File: src/logic/dihp_regs.svh
// Port numbers, field positions and counts of the disk host port
`ifndef DIHP_REGS_SVH
`define DIHP_REGS_SVH

// Processor I/O ports, low byte of the address
`define DIHP_PORT_CMD       8'hf8
`define DIHP_PORT_TRACK     8'hf9
`define DIHP_PORT_SECTOR    8'hfa
`define DIHP_PORT_DATA      8'hfb
`define DIHP_PORT_WAIT      8'hfc
`define DIHP_SW_DEFAULT     5'h1f
`define DIHP_DEV_HI         7
`define DIHP_DEV_LO         3
`define DIHP_FAR_IDX        2
`define DIHP_NO_PORT_DATA   8'hff
`define DIHP_UNMAPPED_DATA  8'h00

// Wait port answer: top bit tells which event ended the wait
`define DIHP_WAIT_BY_REQ    8'h80
`define DIHP_WAIT_BY_IRQ    8'h00

// Extended command latch: drive select field
`define DIHP_EXT_RESET      8'h00
`define DIHP_DRV_HI         5
`define DIHP_DRV_LO         4

// Sector command decode for head loading
`define DIHP_CMD_TYPE2      2'h2
`define DIHP_CMD_TYPE_HI    7
`define DIHP_CMD_TYPE_LO    6
`define DIHP_CMD_HLD_BIT    2
`define DIHP_HEAD_REVS      2'h2

// Boot overlay
`define DIHP_PROM_WORDS     16'h0020
`define DIHP_PROM_AW        5

// Host software registers (index on the software port)
`define DIHP_SW_ORDER       4'h0
`define DIHP_SW_ADDR        4'h1
`define DIHP_SW_WDATA       4'h2
`define DIHP_SW_STATUS      4'h3
`define DIHP_SW_RDATA       4'h4
`define DIHP_SW_RESET       4'h5
`define DIHP_SW_STALL       4'h6
`define DIHP_ST_BUSY        0
`define DIHP_ST_PROM        1
`define DIHP_ST_RESET       2
`define DIHP_STALL_MAX      16'hffff

`endif

File: src/logic/dihp_pkg.sv
// Types shared by both ends of the disk host port
package dihp_pkg;

  // Board end sequencer
  typedef enum logic [3:0] {
    DIHP_D_IDLE  = 4'h1,
    DIHP_D_WAIT  = 4'h2,
    DIHP_D_CTLRD = 4'h4,
    DIHP_D_DONE  = 4'h8
  } dihp_dev_state_t;

  // Processor end sequencer
  typedef enum logic [1:0] {
    DIHP_H_IDLE = 2'h1,
    DIHP_H_BUSY = 2'h2
  } dihp_host_state_t;

  // Bus cycle kinds ordered by software
  typedef enum logic [2:0] {
    DIHP_K_NONE  = 3'h0,
    DIHP_K_IORD  = 3'h1,
    DIHP_K_IOWR  = 3'h2,
    DIHP_K_FETCH = 3'h3,
    DIHP_K_MEMRD = 3'h4,
    DIHP_K_MEMWR = 3'h5
  } dihp_kind_t;

endpackage

File: src/logic/dihp_bus_if.sv
// Processor bus between the processor end and the disk interface board
`timescale 1ns/1ps
interface dihp_bus_if;
  logic [15:0] addr;
  logic [7:0]  wdata;
  logic        io_rd;
  logic        io_wr;
  logic        mem_fetch;
  logic        mem_rd;
  logic        mem_wr;
  logic        sys_reset;
  logic        ack;
  logic [7:0]  rdata;
  logic        prom_hit;

  modport board (
    input  addr, wdata, io_rd, io_wr, mem_fetch, mem_rd, mem_wr, sys_reset,
    output ack, rdata, prom_hit
  );

  modport cpu (
    output addr, wdata, io_rd, io_wr, mem_fetch, mem_rd, mem_wr, sys_reset,
    input  ack, rdata, prom_hit
  );
endinterface

File: src/logic/dihp_board.sv
// Disk interface board: port decode, wait port, write buffer, boot overlay
//
// Chosen here: the strobed register port.
`timescale 1ns/1ps
`include "dihp_regs.svh"
module dihp_board
  import dihp_pkg::*;
#(
  parameter int DEPTH = 2
) (
  input  wire logic       core_clk,
  input  wire logic       rst,
  dihp_bus_if.board       bus,
  input  wire logic [4:0] dev_addr_sw,
  input  wire logic       boot_en_sw,
  input  wire logic       byte_request,
  input  wire logic       op_complete_irq,
  input  wire logic       index_pulse,
  output logic            ctl_rd,
  output logic [1:0]      ctl_rd_addr,
  input  wire logic [7:0] ctl_rdata,
  output logic            ctl_wr_valid,
  output logic [1:0]      ctl_wr_addr,
  output logic [7:0]      ctl_wr_data,
  input  wire logic       ctl_wr_ready,
  output logic [1:0]      drive_select,
  output logic [7:0]      ext_cmd,
  output logic            head_loaded,
  output logic            boot_active
);

  localparam int W = 10;

  // The shift-down buffer only makes sense with room for at least two words
  if (DEPTH < 2 || DEPTH > 8) begin : g_depth_check
    $error("dihp_board: DEPTH must lie between 2 and 8");
  end

  // Bootstrap image: wait home, read sector 1 into 0000, jump on good status
  localparam logic [7:0] PROM [32] = '{
    8'hdb, 8'hfc, 8'haf, 8'h6f, 8'h67, 8'h3c, 8'hd3, 8'hfa,
    8'h3e, 8'h8c, 8'hd3, 8'hf8, 8'hdb, 8'hfc, 8'hb7, 8'hf2,
    8'h19, 8'h00, 8'hdb, 8'hfb, 8'h77, 8'h23, 8'hc3, 8'h0c,
    8'h00, 8'hdb, 8'hf8, 8'hb7, 8'hca, 8'h7d, 8'h00, 8'h76
  };

  typedef struct packed {
    dihp_dev_state_t             state;
    logic                        ack;
    logic [7:0]                  rdata;
    logic                        prom_hit;
    logic [DEPTH-1:0][W-1:0]     buffer;
    logic [DEPTH-1:0]            vld;
    logic                        ctl_rd;
    logic [1:0]                  ctl_rd_addr;
    logic [7:0]                  ext_cmd;
    logic                        head_loaded;
    logic [1:0]                  revs;
    logic                        boot;
  } dihp_dev_st_t;

  localparam dihp_dev_st_t RESET_ST = '{
    state: DIHP_D_IDLE, ext_cmd: `DIHP_EXT_RESET, default: '0
  };

  dihp_dev_st_t st;
  dihp_dev_st_t next_st;

  // Next state of the whole board
  always_comb begin
    logic       hit;
    logic [2:0] idx;
    logic       pushed;
    logic       full;
    hit    = 1'b0;
    idx    = 3'h0;
    pushed = 1'b0;
    full   = 1'b0;
    next_st        = st;
    next_st.ack    = 1'b0;
    next_st.ctl_rd = 1'b0;

    // Drain the buffer head toward the controller
    if (st.vld[0] && ctl_wr_ready) begin
      for (int i = 0; i < DEPTH; i++) begin
        if (i < DEPTH - 1) begin
          next_st.buffer[i] = st.buffer[i+1];
          next_st.vld[i]    = st.vld[i+1];
        end else begin
          next_st.vld[i] = 1'b0;
        end
      end
    end
    full = next_st.vld[DEPTH-1];

    hit = (bus.addr[`DIHP_DEV_HI:`DIHP_DEV_LO] == dev_addr_sw);
    idx = bus.addr[2:0];

    case (st.state)
      DIHP_D_IDLE: begin
        if (bus.io_rd) begin
          if (!hit) begin
            next_st.rdata = `DIHP_NO_PORT_DATA;
            next_st.ack   = 1'b1;
          end else if (idx == 3'(`DIHP_PORT_WAIT)) begin
            next_st.state = DIHP_D_WAIT;
          end else if (!idx[`DIHP_FAR_IDX]) begin
            // Reads wait for queued writes so the controller sees program order
            if (st.vld == '0) begin
              next_st.ctl_rd      = 1'b1;
              next_st.ctl_rd_addr = idx[1:0];
              next_st.state       = DIHP_D_CTLRD;
            end
          end else begin
            next_st.rdata = `DIHP_UNMAPPED_DATA;
            next_st.ack   = 1'b1;
          end
        end else if (bus.io_wr) begin
          // Only the low three address bits pick the port; the switches own the rest
          if (hit && idx == 3'(`DIHP_PORT_WAIT)) begin
            next_st.ext_cmd = bus.wdata;
            next_st.ack     = 1'b1;
          end else if (hit && !idx[`DIHP_FAR_IDX]) begin
            // A full buffer withholds the answer, stalling the processor
            if (!full) begin
              for (int i = 0; i < DEPTH; i++) begin
                if (!pushed && !next_st.vld[i]) begin
                  next_st.buffer[i] = {idx[1:0], bus.wdata};
                  next_st.vld[i]    = 1'b1;
                  pushed            = 1'b1;
                end
              end
              next_st.ack = 1'b1;
              // Sector commands with the load bit set load the head
              if (idx == 3'(`DIHP_PORT_CMD)
                  && bus.wdata[`DIHP_CMD_TYPE_HI:`DIHP_CMD_TYPE_LO] == `DIHP_CMD_TYPE2
                  && bus.wdata[`DIHP_CMD_HLD_BIT]) begin
                next_st.head_loaded = 1'b1;
                next_st.revs        = 2'h0;
              end
            end
          end else begin
            next_st.ack = 1'b1;
          end
        end else if (bus.mem_fetch) begin
          next_st.ack      = 1'b1;
          next_st.prom_hit = 1'b0;
          if (st.boot && bus.addr < `DIHP_PROM_WORDS) begin
            next_st.rdata    = PROM[bus.addr[`DIHP_PROM_AW-1:0]];
            next_st.prom_hit = 1'b1;
          end else if (st.boot && !bus.sys_reset) begin
            next_st.boot = 1'b0;
          end
        end else if (bus.mem_rd || bus.mem_wr) begin
          // Data cycles are left to main memory, even under the overlay
          next_st.ack      = 1'b1;
          next_st.prom_hit = 1'b0;
        end
      end
      DIHP_D_WAIT: begin
        // Request wins a tie so no data byte is lost
        if (byte_request) begin
          next_st.rdata = `DIHP_WAIT_BY_REQ;
          next_st.ack   = 1'b1;
          next_st.state = DIHP_D_DONE;
        end else if (op_complete_irq) begin
          next_st.rdata = `DIHP_WAIT_BY_IRQ;
          next_st.ack   = 1'b1;
          next_st.state = DIHP_D_DONE;
        end
      end
      DIHP_D_CTLRD: begin
        next_st.rdata = ctl_rdata;
        next_st.ack   = 1'b1;
        next_st.state = DIHP_D_DONE;
      end
      DIHP_D_DONE: begin
        next_st.state = DIHP_D_IDLE;
      end
      default: begin
        next_st.state = DIHP_D_IDLE;
      end
    endcase

    if (next_st.ack && st.state == DIHP_D_IDLE) begin
      next_st.state = DIHP_D_DONE;
    end

    // Overlay armed while reset is held with the boot switch on
    if (bus.sys_reset) begin
      next_st.boot = boot_en_sw;
    end

    // Count revolutions after load; a new load restarts the count
    if (st.head_loaded && index_pulse && next_st.revs == st.revs) begin
      if (st.revs == `DIHP_HEAD_REVS - 2'h1) begin
        next_st.head_loaded = 1'b0;
        next_st.revs        = 2'h0;
      end else begin
        next_st.revs = st.revs + 2'h1;
      end
    end
  end

  // State register
  always_ff @(posedge core_clk) begin
    if (rst) begin
      st <= RESET_ST;
    end else begin
      st <= next_st;
    end
  end

  // Outputs straight from the state register
  assign bus.ack      = st.ack;
  assign bus.rdata    = st.rdata;
  assign bus.prom_hit = st.prom_hit;
  assign ctl_rd       = st.ctl_rd;
  assign ctl_rd_addr  = st.ctl_rd_addr;
  assign ctl_wr_valid = st.vld[0];
  assign ctl_wr_addr  = st.buffer[0][W-1:W-2];
  assign ctl_wr_data  = st.buffer[0][7:0];
  assign drive_select = st.ext_cmd[`DIHP_DRV_HI:`DIHP_DRV_LO];
  assign ext_cmd      = st.ext_cmd;
  assign head_loaded  = st.head_loaded;
  assign boot_active  = st.boot;

endmodule

File: src/flat_wrapper.sv
// flat-port wrapper written by rule: the top's interface ports become plain ports
module dihp_board_flat import dihp_pkg::*;
#(
  parameter int DEPTH = 2
)
  (core_clk, rst, dev_addr_sw, boot_en_sw, byte_request, op_complete_irq, index_pulse, ctl_rd, ctl_rd_addr, ctl_rdata, ctl_wr_valid, ctl_wr_addr, ctl_wr_data, ctl_wr_ready, drive_select, ext_cmd, head_loaded, boot_active, bus_addr, bus_wdata, bus_io_rd, bus_io_wr, bus_mem_fetch, bus_mem_rd, bus_mem_wr, bus_sys_reset, bus_ack, bus_rdata, bus_prom_hit);
  dihp_bus_if bus_i ();
  input  wire logic core_clk;
  input  wire logic rst;
  input  wire logic [4:0] dev_addr_sw;
  input  wire logic boot_en_sw;
  input  wire logic byte_request;
  input  wire logic op_complete_irq;
  input  wire logic index_pulse;
  output logic ctl_rd;
  output logic [1:0] ctl_rd_addr;
  input  wire logic [7:0] ctl_rdata;
  output logic ctl_wr_valid;
  output logic [1:0] ctl_wr_addr;
  output logic [7:0] ctl_wr_data;
  input  wire logic ctl_wr_ready;
  output logic [1:0] drive_select;
  output logic [7:0] ext_cmd;
  output logic head_loaded;
  output logic boot_active;
  input wire logic [$bits(bus_i.addr)-1:0] bus_addr;
  input wire logic [$bits(bus_i.wdata)-1:0] bus_wdata;
  input wire logic [$bits(bus_i.io_rd)-1:0] bus_io_rd;
  input wire logic [$bits(bus_i.io_wr)-1:0] bus_io_wr;
  input wire logic [$bits(bus_i.mem_fetch)-1:0] bus_mem_fetch;
  input wire logic [$bits(bus_i.mem_rd)-1:0] bus_mem_rd;
  input wire logic [$bits(bus_i.mem_wr)-1:0] bus_mem_wr;
  input wire logic [$bits(bus_i.sys_reset)-1:0] bus_sys_reset;
  output wire logic [$bits(bus_i.ack)-1:0] bus_ack;
  output wire logic [$bits(bus_i.rdata)-1:0] bus_rdata;
  output wire logic [$bits(bus_i.prom_hit)-1:0] bus_prom_hit;
  assign bus_i.addr = bus_addr;
  assign bus_i.wdata = bus_wdata;
  assign bus_i.io_rd = bus_io_rd;
  assign bus_i.io_wr = bus_io_wr;
  assign bus_i.mem_fetch = bus_mem_fetch;
  assign bus_i.mem_rd = bus_mem_rd;
  assign bus_i.mem_wr = bus_mem_wr;
  assign bus_i.sys_reset = bus_sys_reset;
  assign bus_ack = bus_i.ack;
  assign bus_rdata = bus_i.rdata;
  assign bus_prom_hit = bus_i.prom_hit;
  dihp_board #(.DEPTH(DEPTH)) u_core (.core_clk(core_clk), .rst(rst), .bus(bus_i), .dev_addr_sw(dev_addr_sw), .boot_en_sw(boot_en_sw), .byte_request(byte_request), .op_complete_irq(op_complete_irq), .index_pulse(index_pulse), .ctl_rd(ctl_rd), .ctl_rd_addr(ctl_rd_addr), .ctl_rdata(ctl_rdata), .ctl_wr_valid(ctl_wr_valid), .ctl_wr_addr(ctl_wr_addr), .ctl_wr_data(ctl_wr_data), .ctl_wr_ready(ctl_wr_ready), .drive_select(drive_select), .ext_cmd(ext_cmd), .head_loaded(head_loaded), .boot_active(boot_active));
endmodule
File: config.mk
export PLATFORM = sky130hd
export DESIGN_NAME = dihp_board_flat
export DESIGN_NICKNAME = d
export VERILOG_FILES = /design/src/logic/dihp_pkg.sv /design/src/logic/dihp_bus_if.sv /design/src/logic/dihp_board.sv /design/src/flat_wrapper.sv
export VERILOG_INCLUDE_DIRS = /design/src /design/src/logic
export SDC_FILE = /design/constraint.sdc
export NUM_CORES = 1
export LEC_CHECK = 0
export ABC_AREA = 1
export ABC_CLOCK_PERIOD_IN_PS = 1500
export BUFFER_PORTS_ARGS = -buffer_cell sky130_fd_sc_hd__clkbuf_2
export CORE_MARGIN = 8
export CORE_UTILIZATION = 40
export CTS_BUF_LIST = sky130_fd_sc_hd__clkbuf_2 sky130_fd_sc_hd__clkbuf_4 sky130_fd_sc_hd__clkbuf_8
export CTS_CLUSTER_SIZE = 24
export DETAILED_ROUTE_END_ITERATION = 8
export GPL_ROUTABILITY_DRIVEN = 0
export PLACE_DENSITY = 0.63
export SYNTH_ARGS = -nofsm -noshare
export SYNTH_HDL_FRONTEND = slang
export SYNTH_SLANG_ARGS = --single-unit
File: constraint.sdc
create_clock -name core_clk -period 1.5 [get_ports core_clk]
set_input_delay 0.225 -clock core_clk [delete_from_list [all_inputs] [get_ports core_clk]]
set_output_delay 0.225 -clock core_clk [all_outputs]
set_load 0.02 [all_outputs]
==> results.json, run 1 <==
{
  "status": "finished, final reports clean",
  "clock.fmax_mhz": 670,
  "power_mw": 3.47,
  "layout-drive-gt1-share": 0.328,
  "p_int_mw": 2.22,
  "yosysTopAreaCell": "dfxtp_1",
  "cts_made_buffers": 5,
  "power_density_mw_per_mm2": 767,
  "syn_avg_cell_area_sq_um": 6.24,
  "async_flop_share": 0,
  "syn_nets": 616,
  "synth_area_sq_mm": 0.00348,
  "post-route-period-util": 0.995,
  "yosys_warnings": 0,
  "boundaryPins": 86,
  "io_buffers": 85,
  "dr.pass1.iters": 4,
  "layout.cells.non_filler": 767,
  "synth.area.top_cells": "dfxtp_1 (29%), nand2_1 (15%), nor2_1 (8.8%)",
  "setup-violations-final": 0,
  "irDropWorstVdd_uv": 426,
  "fp-row-count": 34,
  "fin_ws_ns": 0.00772,
  "grt_pass1_vias": 3598,
  "die_area_sq_mm": 0.0120,
  "layout.nets": 716,
  "slew-limit-headroom": 0.780,
  "synth_edf_count": 0,
  "hold_viol": 0,
  "slew_violations": 0,
  "syn2layout_area_growth_pct": 30.1,
  "fp.coreArea_sq_mm": 0.00859,
  "ys_seq_area_frac": 0.293,
  "layout.cells.most_common_list": "nand2_1 (133), clkbuf_2 (85), nor2_1 (78), inv_1 (59), buf_4 (50)",
  "grt_max_degree": 32,
  "clkTransAtPathRegs_ns": 0.11,
  "grt_overflow_total": 0,
  "totalWireLength_um": 10200,
  "r2r-start": "u_core.boot_active",
  "start_util": 0.405,
  "remaining_drc_errors": 0,
  "grt_use_total": 0.169,
  "seq_power_share": 0.427,
  "hp-class": "in2reg",
  "clock_latency_ns": 0.32,
  "path_max_fanout": 8,
  "multi_input_area_sq_mm": 0.00213,
  "register_area_sq_mm": 0.00103,
  "h-tree-depth": 2,
  "dp.cells": 753,
  "cts_tree": "done",
  "synth_cells": 558,
  "mostFrequentLayoutCell": "nand2_1",
  "wl_per_cell_um": 13.2,
  "die_h_um": 109,
  "numClockSinks": 51,
  "worstPathArrival_ns": 1.71,
  "synth_top_area_frac": 0.293,
  "clock_tree.buffer_depth": 2,
  "ant_nets": 0,
  "synth_ff_type": "dfxtp_1",
  "antenna_cells": 0,
  "max_cap_violations": 0,
  "combPwrFrac": 0.328,
  "final_util": 0.527,
  "hold_path.startpoint": "bus_sys_reset",
  "start_kind": "register",
  "cts-root-buf": "clkbuf_8",
  "min_period_ns": 1.49,
  "p_sw_mw": 1.26,
  "rsz0062_at_grt": "true",
  "die_w_um": 109,
  "cp.required_ns": 1.72,
  "cp-end-kind": "register",
  "preCtsSetupSlack_ns": -0.200,
  "clockPowerShare": 0.246,
  "dr.first_iter.drc_count": 195,
  "synth_seq_cells": 51,
  "switching_share": 0.361,
  "viasPerCell": 4.91,
  "fin_worst_skew_ns": 0.00894,
  "grt_pass1_wl_um": 16500,
  "critical_path.startpoint": "u_core.boot_active",
  "vias": 3763,
  "antenna_found_initial": 0,
  "ff2ff_setup_slack_ns": 0.008,
  "worstMarginPinSlew_ns": 0.330,
  "yosysUniqueCellTypes": 34,
  "fillers": 901,
  "hpwl_um": 7910,
  "p_leak_nw": 2.28,
  "worstSetupPathType": "reg2reg"
}
-- state kept, by name (all words and copies together) (netlist names), 2 cells and up --
| name | flops |
|---|---|
| u_core.st | 17 |
| u_core.bus.rdata | 8 |
| u_core.ctl_wr_data | 8 |
| u_core.ext_cmd | 8 |
| u_core.ctl_rd_addr | 2 |
| u_core.ctl_wr_addr | 2 |
-- cells by family after synthesis --
logic type / Yosys count / share of synthesized area
muxes: 3 / 0.00970
AOI/OAI and AO/OA: 81 / 0.122
adders and majority gates: 8 / 0.0287
and+or+nand+nor: 299 / 0.381
DFF: 51 / 0.293
xor gates and xnor gates: 1 / 0.00251
buffers and inverters: 115 / 0.163
-- synthesized netlist by cell type, types with 2 or more instances --
| cell | count |
|---|---|
| nand2_1 | 138 |
| buf_2 | 7 |
| o211ai_1 | 2 |
| clkbuf_1 | 11 |
| dfxtp_1 | 51 |
| a21oi_1 | 31 |
| nand4_1 | 4 |
| a31oi_1 | 4 |
| nand3_1 | 43 |
| nand3_2 | 6 |
| mux2_2 | 3 |
| ha_1 | 8 |
| inv_2 | 4 |
| o21ai_0 | 39 |
| nor3_1 | 15 |
| nor2_1 | 82 |
| inv_1 | 60 |
| buf_4 | 32 |
| nor2_4 | 3 |
-- path summary, 6_finish.rpt --
check | end | depth (start not counted)
setup / recovery | u_core.bus.rdata[6] | 9
hold reg to reg | u_core.st[2] | 2
setup reg to reg | u_core.bus.rdata[6] | 9
hold / removal | u_core.boot_active | 3
-- metrics by stage --
stage	area [sq um]	hold slack [ns]	setup TNS [ns]
floorplan	3480	0.360	0
global placement	4150	0.430	-3.29
detailed placement	4150	0.437	-4.66
CTS	4270	0.157	0
global route	4530	0.174	-1.56
finish	4530	0.168	0
-- per-layer routing --
metal	global-route usage	up-vias	part of all wire
li1	-	1951	-
met1	0.220	1677	0.45
met2	0.281	125	0.47
met3	0.0223	10	0.061
met4	0.0579	0	0.015
met5	0	-	0
-- critical path, cell delays in order, from the launching register on --
cell,delay (ns)
dfxtp_2,0.37
nand3_1,0.08
nor2_1,0.15
nand3_1,0.16
nand2_1,0.12
nand2_2,0.08
nor2_4,0.21
nand2_1,0.07
nor2_1,0.10
nor2_1,0.05
-- repair_timing --
| action | in CTS | in global routing |
|---|---|---|
| cloned | 1 | 1 |
| hold buffers | 0 | 0 |
| pin swaps | 3 | 15 |
| setup buffers | 0 | 4 |
| endpoints found under the hold margin | 0 | 0 |
| endpoints found under the setup margin | 37 | 29 |
| resized for setup | 9 | 66 |
-- final cells by class --
type	count	share of cell area
clock buffers	5	0.0152
well taps	108	0.0298
repair buffers	142	0.200
multi-input cells	394	0.470
inverters	64	0.0530
flip-flops and latches	51	0.227
clock inverters	3	0.00525
-- power by group through the flow --
stage	Sequential (mW)	Combinational [mW]	Clock, mW
2_1_floorplan	1.51	0.694	0
3_3_place_gp	1.50	1.03	0
3_5_place_dp	1.51	1.04	0
4_1_cts	1.48	1.05	0.869
5_1_grt	1.49	1.28	0.929
6_report	1.48	1.14	0.854
No activity file was read; power rests on OpenSTA's default activity.
==> inputs of run 2 (changes only) <==
--- a/config.mk
+++ b/config.mk
@@ -10,12 +10,12 @@
 export ABC_CLOCK_PERIOD_IN_PS = 1500
 export BUFFER_PORTS_ARGS = -buffer_cell sky130_fd_sc_hd__clkbuf_2
 export CORE_MARGIN = 8
-export CORE_UTILIZATION = 40
+export CORE_UTILIZATION = 50
 export CTS_BUF_LIST = sky130_fd_sc_hd__clkbuf_2 sky130_fd_sc_hd__clkbuf_4 sky130_fd_sc_hd__clkbuf_8
 export CTS_CLUSTER_SIZE = 24
 export DETAILED_ROUTE_END_ITERATION = 8
 export GPL_ROUTABILITY_DRIVEN = 0
-export PLACE_DENSITY = 0.63
+export PLACE_DENSITY = 0.77
 export SYNTH_ARGS = -nofsm -noshare
 export SYNTH_HDL_FRONTEND = slang
 export SYNTH_SLANG_ARGS = --single-unit
==> run 2 against run 1 <==
Against the previous run:
- via count shrank 0.88%
- register-to-register slack hardly changed
- critical endpoint is now u_core.bus.rdata[2]
- highest routed layer unchanged
- global-route usage rose by 1.7 points
- critical path type unchanged
- count of clock-buffer cells in the layout rose by 1
- clock power is 4.9% lower
- largest cell class unchanged
- utilization increased by 11 points
- wire length shrank 6.1%
- worst hold slack improved by 0.0089 ns
- critical path depth grew 2
- combinational power is 4% lower
==> results.json, run 2 (synthesis results as in run 1) <==
{
  "r2r-end": "u_core.bus.rdata[2]",
  "die_w_um": 99.5,
  "grt_pass1_vias": 3554,
  "layout-drive-gt1-share": 0.288,
  "worstSetupPathType": "reg2reg",
  "grt_use_total": 0.186,
  "cp_slowest_cell": "dfxtp_2",
  "hold_viol": 0,
  "post-route-period-util": 0.994,
  "layout.nets": 706,
  "clock_tree.buffer_depth": 2,
  "hp-class": "in2reg",
  "worstPathArrival_ns": 1.69,
  "cts_tree": "done",
  "cp_common_cell": "nand2_1",
  "cts-root-buf": "clkbuf_8",
  "clock.fmax_mhz": 671,
  "layout.cells.non_filler": 729,
  "p_leak_nw": 2.22,
  "clock_latency_ns": 0.31,
  "ctsHoldBuffers": 0,
  "grt_max_degree": 36,
  "rsz0062_at_grt": "true",
  "hold_path_depth": 3,
  "power_density_mw_per_mm2": 793,
  "ff2ff_setup_slack_ns": 0.009,
  "irDropWorstVdd_uv": 415,
  "final_util": 0.633,
  "hold_end": "u_core.boot_active",
  "status": "finished, final reports clean",
  "r2r-start": "u_core.st[50]",
  "setup-violations-final": 0,
  "max_cap_violations": 0,
  "cp.required_ns": 1.70,
  "regMostFlops": "u_core.st",
  "io_buffers": 85,
  "antenna_found_initial": 0,
  "slowest_delay_ns": 0.34,
  "remaining_drc_errors": 0,
  "fp-row-count": 30,
  "hold_path.startpoint": "bus_sys_reset",
  "fillers": 633,
  "viasPerCell": 5.12,
  "ant_nets": 0,
  "die_h_um": 99.5,
  "wl_per_cell_um": 13.1,
  "slew-limit-headroom": 0.714,
  "cp_cell_sequence": "nor2_4, nand3_4, buf_4, nor2_2, nand2_1, nand2_2, inv_2, nand3_4, nand2_1, nand2_1, nor2_1",
  "cts_made_buffers": 5,
  "die_area_sq_mm": 0.00989,
  "worstMarginPinSlew_ns": 0.425,
  "start_util": 0.516,
  "cp-end-kind": "register",
  "min_period_ns": 1.49,
  "dr.pass1.iters": 5,
  "hpwl_um": 7340,
  "path_max_fanout": 8,
  "grt_overflow_total": 0,
  "start_kind": "register",
  "vias": 3730,
  "reg2regPathDepth": 11,
  "numClockSinks": 51,
  "boundaryPins": 86,
  "h-tree-depth": 2,
  "syn2layout_area_growth_pct": 22.8,
  "largest_reg_flops": 17,
  "slew_violations": 0,
  "layout.cells.most_common_list": "nand2_1 (134), clkbuf_2 (85), nor2_1 (79), inv_1 (58), dfxtp_1 (48)",
  "fin_worst_skew_ns": 0.0172,
  "dr.first_iter.drc_count": 228,
  "dp.cells": 717,
  "mostFrequentLayoutCell": "nand2_1",
  "clkTransAtPathRegs_ns": 0.10,
  "totalWireLength_um": 9540,
  "antenna_cells": 0,
  "fp.coreArea_sq_mm": 0.00676,
  "grt_pass1_wl_um": 15700
}
## run 2: cell types whose count changed in the layout (fill, tap and decap cells not counted), sizes merged
cell,before,now
buf,57,48
clkbuf,90,91
clkinv,1,0
nand3,51,50
## run 2: layout make-up
class,count,area [sq um],area share
inverters,64,240,0.0562
repair buffers,133,818,0.191
well taps,80,100,0.0234
clock buffers,6,76.3,0.0178
multi-input cells,393,2000,0.468
clock inverters,2,16.3,0.00380
flip-flops and latches,51,1020,0.240
## run 2: power by group
part	switching, mW	leakage, nW	internal [mW]
logic	0.667	1.76	0.432
clock network	0.458	0.0452	0.354
registers	0.0480	0.415	1.43
total	1.17	2.22	2.22
## run 2: per-stage QoR
step	instance area (sq um)	hold slack [ns]	setup slack, ns	total power [mW]	TNS, ns
after global placement	4040	0.429	-0.162	2.50	-2.34
after global routing	4280	0.181	-0.156	3.60	-1.09
after floorplan	3480	0.360	0.0000210	2.20	0
after CTS	4160	0.160	0.000153	3.33	0
final	4280	0.177	0.00937	3.39	0
after detailed placement	4040	0.434	-0.195	2.51	-3.77
## run 2: worst max-delay path, delay by kind of cell (launching register included)
kind          cells  cell delay (ns)
buf+inv           2             0.21
flops             1             0.34
simple gates      9             0.85
## run 2: repair_timing
item,4_1_cts,5_1_grt
gates resized for setup,6,30
setup buffers,0,3
setup endpoints to repair,38,29
pin swaps,2,6
hold endpoints to repair,0,0
gates cloned,0,1
## run 2: layer usage
layer | up-vias | part of all wire | global-route usage | wire length, um
met2 | 160 | 0.46 | 0.314 | 4390
met5 | - | 0 | 0 | 0
met4 | 0 | 0.011 | 0.0524 | 109
met3 | 12 | 0.080 | 0.0398 | 762
li1 | 1924 | - | - | -
met1 | 1634 | 0.45 | 0.232 | 4280
## run 2: how the worst max path moves through the flow
| stage | from | end | slack, ns | depth (start not counted) |
|---|---|---|---|---|
| 6_report | u_core.st[50] | u_core.bus.rdata[2] | 0.009 | 11 |
| 5_1_grt | u_core.st[50] | u_core.bus.rdata[5] | -0.16 | 10 |
| 4_1_cts | u_core.st[48] | u_core.bus.rdata[1] | 0.0002 | 9 |
| 3_5_place_dp | bus_addr[5] | u_core.ctl_rd_addr[1] | -0.20 | 11 |
| 3_3_place_gp | bus_addr[6] | u_core.ctl_rd_addr[1] | -0.16 | 11 |
| 2_1_floorplan | u_core.st[48] | u_core.bus.rdata[1] | 0.00002 | 9 |
